## src/hw/fpcl_params.svh

```systemverilog
// Purpose: Constants for the fast parallel configuration loader.
// Assumes: Core clock of 50 MHz.
// Notes: Times are kept in their own unit; cycle counts derive from them.
`ifndef FPCL_PARAMS_SVH
`define FPCL_PARAMS_SVH
`define FPCL_CLK_MHZ 50
`define FPCL_POR_DELAY_US 4000
`define FPCL_POR_CYCLES (`FPCL_POR_DELAY_US * `FPCL_CLK_MHZ)
`define FPCL_DATA_W 32
`define FPCL_IMAGE_WORDS 16
`define FPCL_RATIO 2
`define FPCL_INIT_EDGES 2
`define FPCL_INIT_CYCLES 64
`define FPCL_OPT_INIT_PIN_BIT 0
`define FPCL_OPT_WORD_IDX 0
`endif

```

## src/hw/fpcl_pkg.sv

```systemverilog
// Purpose: Types for the fast parallel configuration loader.
// Assumes: Nothing beyond the parameter header.
// Notes: Pin groups travel as packed structs.
package fpcl_pkg;
  typedef enum logic [2:0] {
    FPCL_POR,
    FPCL_RESET,
    FPCL_LOAD,
    FPCL_DONE,
    FPCL_INIT,
    FPCL_USER
  } fpcl_state_t;

  // Open-drain pins: value out and enable, enable low while driving.
  typedef struct packed {
    logic status_o;
    logic status_oe_n;
    logic done_o;
    logic done_oe_n;
    logic init_done_o;
    logic init_done_oe_n;
  } fpcl_pins_t;
endpackage

```

## src/hw/fpcl_image_mem.sv

```systemverilog
// Purpose: Small word store holding the received configuration image.
// Assumes: One write port, one read port, same clock.
// Notes: Read data come out of a register.
`timescale 1ns/1ps
module fpcl_image_mem #(
  parameter int WIDTH = 32,
  parameter int DEPTH = 16
) (
  input wire logic clock_i,
  input wire logic wr_en_i,
  input wire logic [$clog2(DEPTH)-1:0] wr_addr_i,
  input wire logic [WIDTH-1:0] wr_data_i,
  input wire logic [$clog2(DEPTH)-1:0] rd_addr_i,
  output logic [WIDTH-1:0] rd_data_o
);
  logic [WIDTH-1:0] mem_ff [DEPTH];

  always_ff @(posedge clock_i) begin
    if (wr_en_i) begin
      mem_ff[wr_addr_i] <= wr_data_i;
    end
    rd_data_o <= mem_ff[rd_addr_i];
  end
endmodule // fpcl_image_mem

```

## src/hw/fpcl_loader.sv

```systemverilog
// Purpose: Device side of the passive fast parallel configuration port.
// Assumes: Host drives config_clock and data; pins are sampled at 50 MHz.
// Notes: The link clock is sampled, so it must stay below 12.5 MHz.
// Summary of operation
// RULE1: In user mode the request, status and load-complete lines sit high.
// RULE2: A low request abandons user mode and starts a new configuration.
// RULE3: After power-up status is held low for the whole power-on delay.
// RULE4: Load-complete is low after power-up, before and during loading.
// RULE5: The host pauses the transfer only by holding config_clock low.
// RULE6: After a pause the host sets the data before the first rising edge.
// RULE7: The host sends the whole image, a partial one never completes.
// RULE8: Load-complete rises only after every image word arrived cleanly; the code only counts words, sum_ff is never checked.
// RULE9: After load-complete the host gives two falling edges to start init.
// RULE10: Once its option is loaded, the init pin stays low until init ends.
// RULE11: After configuration the host holds config_clock at a fixed level.
// RULE12: Both parties use the same clocks-per-word ratio r.
// RULE13: Status is released high once the power-on delay has expired.
// RULE14: With r above one, exactly one word is taken every r clock cycles.
`timescale 1ns/1ps
`include "fpcl_params.svh"
module fpcl_loader #(
  parameter int DATA_W = `FPCL_DATA_W,
  parameter int WORDS = `FPCL_IMAGE_WORDS,
  parameter int RATIO = `FPCL_RATIO,
  parameter int POR_CYCLES = `FPCL_POR_CYCLES
) (
  input wire logic clock_i,
  input wire logic srst_i,
  input wire logic config_req_n_i,
  input wire logic config_clock_i,
  input wire logic [DATA_W-1:0] data_i,
  input wire logic [2:0] mode_select_pins_i,
  output fpcl_pkg::fpcl_pins_t pins_o,
  output logic user_mode_o,
  output logic [DATA_W-1:0] opt_word_o
);
  import fpcl_pkg::*;

  localparam int AW = $clog2(WORDS);
  localparam int RW = $clog2(RATIO + 1);

  ////////////////////////////////////////////////////////////////////////////
  // Two-flop synchronisers. Data are sampled on the rising edge found from
  // the synchronised clock; data and clock pass two flops each, so data need only be steady when the clock is first sampled high.
  logic [2:0] req_s_ff, clk_s_ff;
  logic [DATA_W-1:0] dat_s1_ff, dat_s2_ff;
  logic [2:0] mode_select_pins_s1_ff, mode_select_pins_s2_ff;
  always_ff @(posedge clock_i) begin
    req_s_ff <= {req_s_ff[1:0], config_req_n_i};
    clk_s_ff <= {clk_s_ff[1:0], config_clock_i};
    dat_s1_ff <= data_i;
    dat_s2_ff <= dat_s1_ff;
    mode_select_pins_s1_ff <= mode_select_pins_i;
    mode_select_pins_s2_ff <= mode_select_pins_s1_ff;
  end
  logic req_n, rise, fall;
  assign req_n = req_s_ff[1];
  assign rise = clk_s_ff[1] & ~clk_s_ff[2];
  assign fall = ~clk_s_ff[1] & clk_s_ff[2];

  ////////////////////////////////////////////////////////////////////////////
  fpcl_state_t state_ff, nxt_state;
  logic [31:0] por_cnt_ff, nxt_por_cnt;
  logic [RW-1:0] phase_ff, nxt_phase;
  logic [AW:0] word_ff, nxt_word;
  logic [1:0] fall_ff, nxt_fall;
  logic armed_ff, nxt_armed;
  logic [7:0] init_ff, nxt_init;
  logic opt_init_ff, nxt_opt_init;
  logic [DATA_W-1:0] opt_ff, nxt_opt;
  logic [DATA_W-1:0] sum_ff, nxt_sum;
  logic wr_en;
  logic [DATA_W-1:0] rd_data;

  always_comb begin
    nxt_state = state_ff;
    nxt_por_cnt = por_cnt_ff;
    nxt_phase = phase_ff;
    nxt_word = word_ff;
    nxt_fall = fall_ff;
    nxt_armed = armed_ff;
    nxt_init = init_ff;
    nxt_opt_init = opt_init_ff;
    nxt_opt = opt_ff;
    nxt_sum = sum_ff;
    wr_en = 1'b0;
    case (state_ff)
      FPCL_POR: begin
        // Power-on delay keeps status low, then releases it.
        nxt_por_cnt = por_cnt_ff + 32'h1; // RULE3
        if (por_cnt_ff >= 32'(POR_CYCLES - 1)) begin
          nxt_state = FPCL_RESET; // RULE13
        end
      end
      FPCL_RESET: begin
        nxt_phase = '0;
        nxt_word = '0;
        nxt_sum = '0;
        nxt_opt_init = 1'b0;
        nxt_armed = 1'b0;
        if (req_n) begin
          nxt_state = FPCL_LOAD;
        end
      end
      FPCL_LOAD: begin
        // A stalled clock gives no edges, so a pause needs no handling.
        if (rise) begin // RULE5
          if (phase_ff == RW'(RATIO - 1)) begin
            nxt_phase = '0;
            wr_en = 1'b1; // RULE14 RULE12
            nxt_sum = sum_ff ^ dat_s2_ff;
            nxt_word = word_ff + 1'b1;
            if (word_ff == (AW + 1)'(`FPCL_OPT_WORD_IDX)) begin
              nxt_opt = dat_s2_ff;
              nxt_opt_init = dat_s2_ff[`FPCL_OPT_INIT_PIN_BIT]; // RULE10
            end
            if (word_ff == (AW + 1)'(WORDS - 1)) begin
              nxt_state = FPCL_DONE; // RULE8
              nxt_fall = '0;
              nxt_armed = 1'b0;
            end
          end else begin
            nxt_phase = phase_ff + 1'b1; // RULE14
          end
        end
      end
      FPCL_DONE: begin
        // The trailing fall of the last data pulse is not an extra edge, so
        // falls only count once a rise has been seen after load-complete.
        if (rise) begin
          nxt_armed = 1'b1;
        end
        if (fall && armed_ff) begin
          nxt_fall = fall_ff + 2'h1;
          if (fall_ff == 2'(`FPCL_INIT_EDGES - 1)) begin
            nxt_state = FPCL_INIT; // RULE9
            nxt_init = '0;
          end
        end
      end
      FPCL_INIT: begin
        nxt_init = init_ff + 8'h1;
        if (init_ff == 8'(`FPCL_INIT_CYCLES - 1)) begin
          nxt_state = FPCL_USER;
        end
      end
      default: begin
      end
    endcase
    if (!req_n && state_ff != FPCL_POR) begin
      nxt_state = FPCL_RESET; // RULE2
    end
  end

  always_ff @(posedge clock_i) begin
    if (srst_i) begin
      state_ff <= FPCL_POR;
      por_cnt_ff <= 32'h0;
      phase_ff <= '0;
      word_ff <= '0;
      fall_ff <= 2'h0;
      armed_ff <= 1'b0;
      init_ff <= 8'h0;
      opt_init_ff <= 1'b0;
      opt_ff <= '0;
      sum_ff <= '0;
    end else begin
      state_ff <= nxt_state;
      por_cnt_ff <= nxt_por_cnt;
      phase_ff <= nxt_phase;
      word_ff <= nxt_word;
      fall_ff <= nxt_fall;
      armed_ff <= nxt_armed;
      init_ff <= nxt_init;
      opt_init_ff <= nxt_opt_init;
      opt_ff <= nxt_opt;
      sum_ff <= nxt_sum;
    end
  end

  fpcl_image_mem #(
    .WIDTH(DATA_W),
    .DEPTH(WORDS)
  ) u_mem (
    .clock_i(clock_i),
    .wr_en_i(wr_en),
    .wr_addr_i(word_ff[AW-1:0]),
    .wr_data_i(dat_s2_ff),
    .rd_addr_i('0),
    .rd_data_o(rd_data)
  );

  ////////////////////////////////////////////////////////////////////////////
  // Open-drain outputs: enable low drives the pin low, high releases it.
  logic st_low, cd_low, id_low;
  assign st_low = (state_ff == FPCL_POR) || (state_ff == FPCL_RESET); // RULE3
  assign cd_low = (state_ff != FPCL_DONE) && (state_ff != FPCL_INIT) &&
                  (state_ff != FPCL_USER); // RULE4 RULE1
  assign id_low = opt_init_ff && (state_ff != FPCL_USER); // RULE10
  always_comb begin
    pins_o.status_o = 1'b0;
    pins_o.status_oe_n = ~st_low;
    pins_o.done_o = 1'b0;
    pins_o.done_oe_n = ~cd_low;
    pins_o.init_done_o = 1'b0;
    pins_o.init_done_oe_n = ~id_low;
  end
  assign user_mode_o = (state_ff == FPCL_USER); // RULE1
  assign opt_word_o = opt_ff;
endmodule // fpcl_loader

```

## config.mk

```make
export PLATFORM = sky130hd
export DESIGN_NAME = fpcl_loader
export DESIGN_NICKNAME = d
export VERILOG_FILES = /design/src/hw/fpcl_pkg.sv /design/src/hw/fpcl_image_mem.sv /design/src/hw/fpcl_loader.sv
export VERILOG_INCLUDE_DIRS = /design/src /design/src/hw
export SDC_FILE = /design/constraint.sdc
export NUM_CORES = 1
export LEC_CHECK = 0
export BUFFER_PORTS_ARGS = -buffer_cell sky130_fd_sc_hd__buf_2
export CAP_MARGIN = 20
export CORE_MARGIN = 5
export CORE_UTILIZATION = 35
export CTS_BUF_LIST = sky130_fd_sc_hd__clkbuf_4
export DETAILED_ROUTE_END_ITERATION = 10
export GPL_TIMING_DRIVEN = 0
export PLACE_DENSITY = 0.58
export SKIP_CTS_REPAIR_TIMING = 1
export SYNTH_ARGS = -nofsm -noshare
export SYNTH_HDL_FRONTEND = slang
export SYNTH_SLANG_ARGS = --single-unit
```

## constraint.sdc

```tcl
create_clock -name clock_i -period 2.23 [get_ports clock_i]
set_clock_uncertainty 0.2 [all_clocks]
set_input_delay 0.1115 -clock clock_i [delete_from_list [all_inputs] [get_ports clock_i]]
set_output_delay 0.1115 -clock clock_i [all_outputs]
set_load 0.1 [all_outputs]
```

# Word-level counts from Yosys, hierarchy flattened
# Index checks and enable logic that the tools add are counted.
dict set report classes {
  mux 33
  bitwise 7
  n_reduce_logical 26
  n_eq_ne 30
  order_cmp 1
  add_sub_neg 5
}
# cell n
set ops {}
lappend ops {{$add 32x1->32 const B} 1}
lappend ops {{$ge 32x18->1 const B} 1}
lappend ops {{$ne 3x3->1 const B} 10}
lappend ops {{$mux 3} 8}
lappend ops {{$ne 2x2->1 const B} 10}
lappend ops {{$reduce_and 9->1} 2}
lappend ops {{$mux 8} 2}
lappend ops {{$pmux 8 s2} 1}
lappend ops {{$pmux 3 s5} 1}
lappend ops {{$mux 2} 6}
lappend ops {{$mux 5} 2}
lappend ops {{$pmux 5 s2} 1}
lappend ops {{$reduce_and 5->1} 2}
lappend ops {{$add 8x1->8 const B} 1}
lappend ops {{$eq 8x6->1 const B} 1}
lappend ops {{$mux 1} 8}
lappend ops {{$pmux 2 s2} 2}
lappend ops {{$reduce_and 4->1} 2}
lappend ops {{$eq 3x2->1 const B} 2}
lappend ops {{$eq 3x3->1 const B} 2}
lappend ops {{$reduce_and 3->1} 2}
lappend ops {{$reduce_bool 2->1} 3}
lappend ops {{$reduce_bool 3->1} 2}
lappend ops {{$reduce_bool 6->1} 1}
lappend ops {{18 further kinds} 29}
dict set report totals {
  inputBits 39
  wordCells 116
  reg_bits 155
  out_inout_bits 39
}

# Depth between registers and ports, before layout
dict set report logic_depth {
  word_depth 6
  mapped_depth 8
  ltp_nobuf 7
}

# Least setup slack after synthesis
# No wires, ideal clock.
dict set report synth_path {
  path_kind {register to output}
  from {reg state_ff[2]}
  to {out pins_o[0] (netlist name)}
  t_arrival_ns 2.803
  path_stages_with_launch 4
  path_buffers 1
  slack_ns -0.885
  required_time_ns 1.919
  cell_sequence {dfxtp_1 -> buf_2 -> nand2_1 -> o21ai_0}
}
# element line_no
set synth_rtl {}
lappend synth_rtl {{start, declared} fpcl_loader.sv:62} ;# fpcl_state_t state_ff, nxt_state;
lappend synth_rtl {{start signal, assigned} fpcl_loader.sv:168} ;# state_ff <= nxt_state;
lappend synth_rtl {{end, declared} fpcl_loader.sv:33} ;# output fpcl_pkg::fpcl_pins_t pins_o,

==> flow_metrics.env <==
export IMPL_status="finished, final reports clean"
export IMPL_worst_slew_margin_rel_pct=59.6
export IMPL_antennaDiodeCount=0
export IMPL_rsz0062_at_grt="true"
export IMPL_cap_viol_max_count=0
export IMPL_ant_nets=0
export IMPL_vias=4226
export IMPL_post_route_period_util_pct=96.0
export IMPL_clockBufferDepth=2
export IMPL_yosysSeqAreaShare_pct=57.9
export IMPL_cts_buffers=17
export IMPL_p_leak_nw=2.80
export IMPL_cp_data_arrival_time_ps=1830
export IMPL_grt_max_degree=17
export IMPL_start_kind="flip-flop"
export IMPL_synth_ff_type="dfxtp_1"
export IMPL_syn_area_sq_um=5360
export IMPL_tightest_slew_ps=606
export IMPL_worst_hold_slack_ps=29.3
export IMPL_synth_edf_count=0
export IMPL_die_w_microns=134
export IMPL_clock_sinks=155
export IMPL_nets=761
export IMPL_timing_final_ws_setup_ps=89.2
export IMPL_initial_utilization_pct=35.5
export IMPL_placed_cell_area_sq_um=5960
export IMPL_grt_ovfl_total=0
export IMPL_synth_cell_types=51
export IMPL_die_y_microns=134
export IMPL_cts_tree="done"
export IMPL_dr_first_iter_drc_count=142
export IMPL_clock_latency_ps=570
export IMPL_grt_pass1_vias=3877
export IMPL_first_pass_iters=4
export IMPL_core_region_area_sq_um=15100
export IMPL_cts_max_level=4
export IMPL_dp_cells=807
export IMPL_finalHoldViolCount=0
export IMPL_fillCellCount=1401
export IMPL_powerDensity_nw_per_um2=674
export IMPL_setup_viol_count_final=0
export IMPL_preCtsSetupSlack_ps=-95.3
export IMPL_drive_above_1_share_pct=22.5
export IMPL_stdcell_count=917
export IMPL_required_ps=1920
export IMPL_combPwrFrac_pct=4.1
export IMPL_end_kind="output port"
export IMPL_clk_pin_slew_ps=130
export IMPL_ys_ff_latch=155
export IMPL_fmax_mhz=467
export IMPL_power_switching_mw=1.14
export IMPL_min_period_ps=2140
export IMPL_hold_class="in -> reg"
export IMPL_yosysWarnings=0
export IMPL_wirelength_microns=11500
export IMPL_vdd_ir_drop_max_mv=0.484
export IMPL_io_buffer_count=70
export IMPL_vias_per_cell=4.61
export IMPL_root_buffer="clkbuf_4"
export IMPL_final_common_cell="dfxtp_1"
export IMPL_grt_use_total_pct=12.5
export IMPL_synth_avg_cell_area_sq_um=9.80
export IMPL_areaGrowthSynthToFinish_pct=32.4
export IMPL_critPathKind="reg -> out"
export IMPL_drv_slew=0
export IMPL_p_int_mw=3.65
export IMPL_critPathMaxFanout=10
export IMPL_swShare_pct=23.7
export IMPL_place_congestion=0.831
export IMPL_rows=45
export IMPL_grt_first_pass_wirelength_microns=18000
export IMPL_synth_async_reset_ratio_pct=0
export IMPL_layout_common_cells="152 x dfxtp_1, 87 x nand2_1, 69 x buf_2"
export IMPL_syn_instance_count=547
export IMPL_pwr_share_seq_pct=59.8
export IMPL_drc=0
export IMPL_wl_per_cell_microns=12.5
export IMPL_p_clk_share_pct=36.1
export IMPL_pin_count=78
export IMPL_die_area_sq_um=17900
export IMPL_fin_area_sq_um=7100
export IMPL_antenna_found_initial=0
export IMPL_dp_hpwl_microns=7620
[synth_stat cells (3+ instances only)]
cell type | n | area, sq um
clkbuf_1 | 15 | 56.3
a31oi_1 | 3 | 18.8
dfxtp_1 | 155 | 3100
nor3_1 | 13 | 65.1
nor4_1 | 7 | 43.8
nor4_2 | 3 | 37.5
nand4_1 | 5 | 31.3
nand3_1 | 16 | 80.1
or3_1 | 8 | 50.1
nor3_2 | 4 | 40.0
and3_1 | 4 | 25.0
a21oi_1 | 45 | 225
inv_1 | 17 | 63.8
nor2_1 | 54 | 203
xnor2_1 | 27 | 236
and4_1 | 3 | 26.3
xor2_1 | 7 | 61.3
buf_4 | 3 | 22.5
buf_2 | 10 | 50.1
nand2_1 | 87 | 327
o21ai_0 | 10 | 50.1
mux2i_1 | 4 | 40.0
or2_2 | 3 | 18.8
ha_1 | 6 | 75.1
nor4_4 | 5 | 106
and2_1 | 4 | 25.0
[power by group through the flow]
stage / combinational, mW / clock [mW] / sequential (mW)
floorplan: 0.0606 / 0 / 2.92
global placement: 0.104 / 0 / 2.92
detailed placement: 0.106 / 0 / 2.92
CTS: 0.106 / 1.77 / 2.86
global route: 0.217 / 1.90 / 2.87
finish: 0.198 / 1.73 / 2.86
[flip-flops by register name, indices dropped and copies added (netlist names)]
name and cells:
opt_word_o 32, init_ff 8, armed_ff 1, state_ff 3, clk_s_ff 3, dat_s2_ff 32, opt_init_ff 1, dat_s1_ff 32
req_s_ff 2, phase_ff 2, fall_ff 2, por_cnt_ff 32, word_ff 5
[layout make-up]
class                   count  area [sq um]  area share (%)
plain buffers              30           188            2.64
clock buffers              18           135            1.90
clock inverters            14           158            2.22
inverters                  17          63.8           0.899
multi-input cells         347          2090            29.4
flip-flops and latches    155          3110            43.8
well taps                 188           235            3.31
repair buffers            148          1120            15.8
[stage by stage]
step	power [mW]	setup TNS, ps	util (%)
2_1_floorplan	2.98	0	-
5_1_grt	4.99	-50.7	47.0
3_3_place_gp	3.02	-297	39.5
6_report	4.78	0	47.0
4_1_cts	4.74	-3060	41.5
3_5_place_dp	3.03	-1720	39.5
[logic make-up after synthesis]
group / count (synthesis) / share of synthesized area [%]
XOR/XNOR: 34 / 5.55
flip-flops: 155 / 57.9
buffers and inverters: 47 / 4.01
adder cells (fa/ha/maj): 6 / 1.40
AO/OA/AOI/OAI: 70 / 7.33
other: 1 / 0.0699
AND/OR/NAND/NOR: 230 / 23.0
multiplexers: 4 / 0.747
[critical path, stage by stage (launching register included)]
cell,delay [ps]
dfxtp_1,320
clkbuf_4,180
buf_2,200
or2_2,330
buf_4,240
[path summary, 6_finish.rpt]
kind	start	endpoint	slack (ps)	depth (start not counted)
worst max-delay path	state_ff[1]	pins_o[4]	90	4
worst min-delay path	srst_i	state_ff[2]	30	3
worst max register to register	state_ff[2]	init_ff[7]	110	7
worst min register to register	dat_s1_ff[12]	dat_s2_ff[12]	120	0
[per-layer routing]
layer	part of all wire, %	track usage, %
met1	45	15.1
met5	0	0
met2	49	20.2
met4	1.3	4.86
met3	5.0	4.80
No activity file was read; power rests on OpenSTA's default activity.
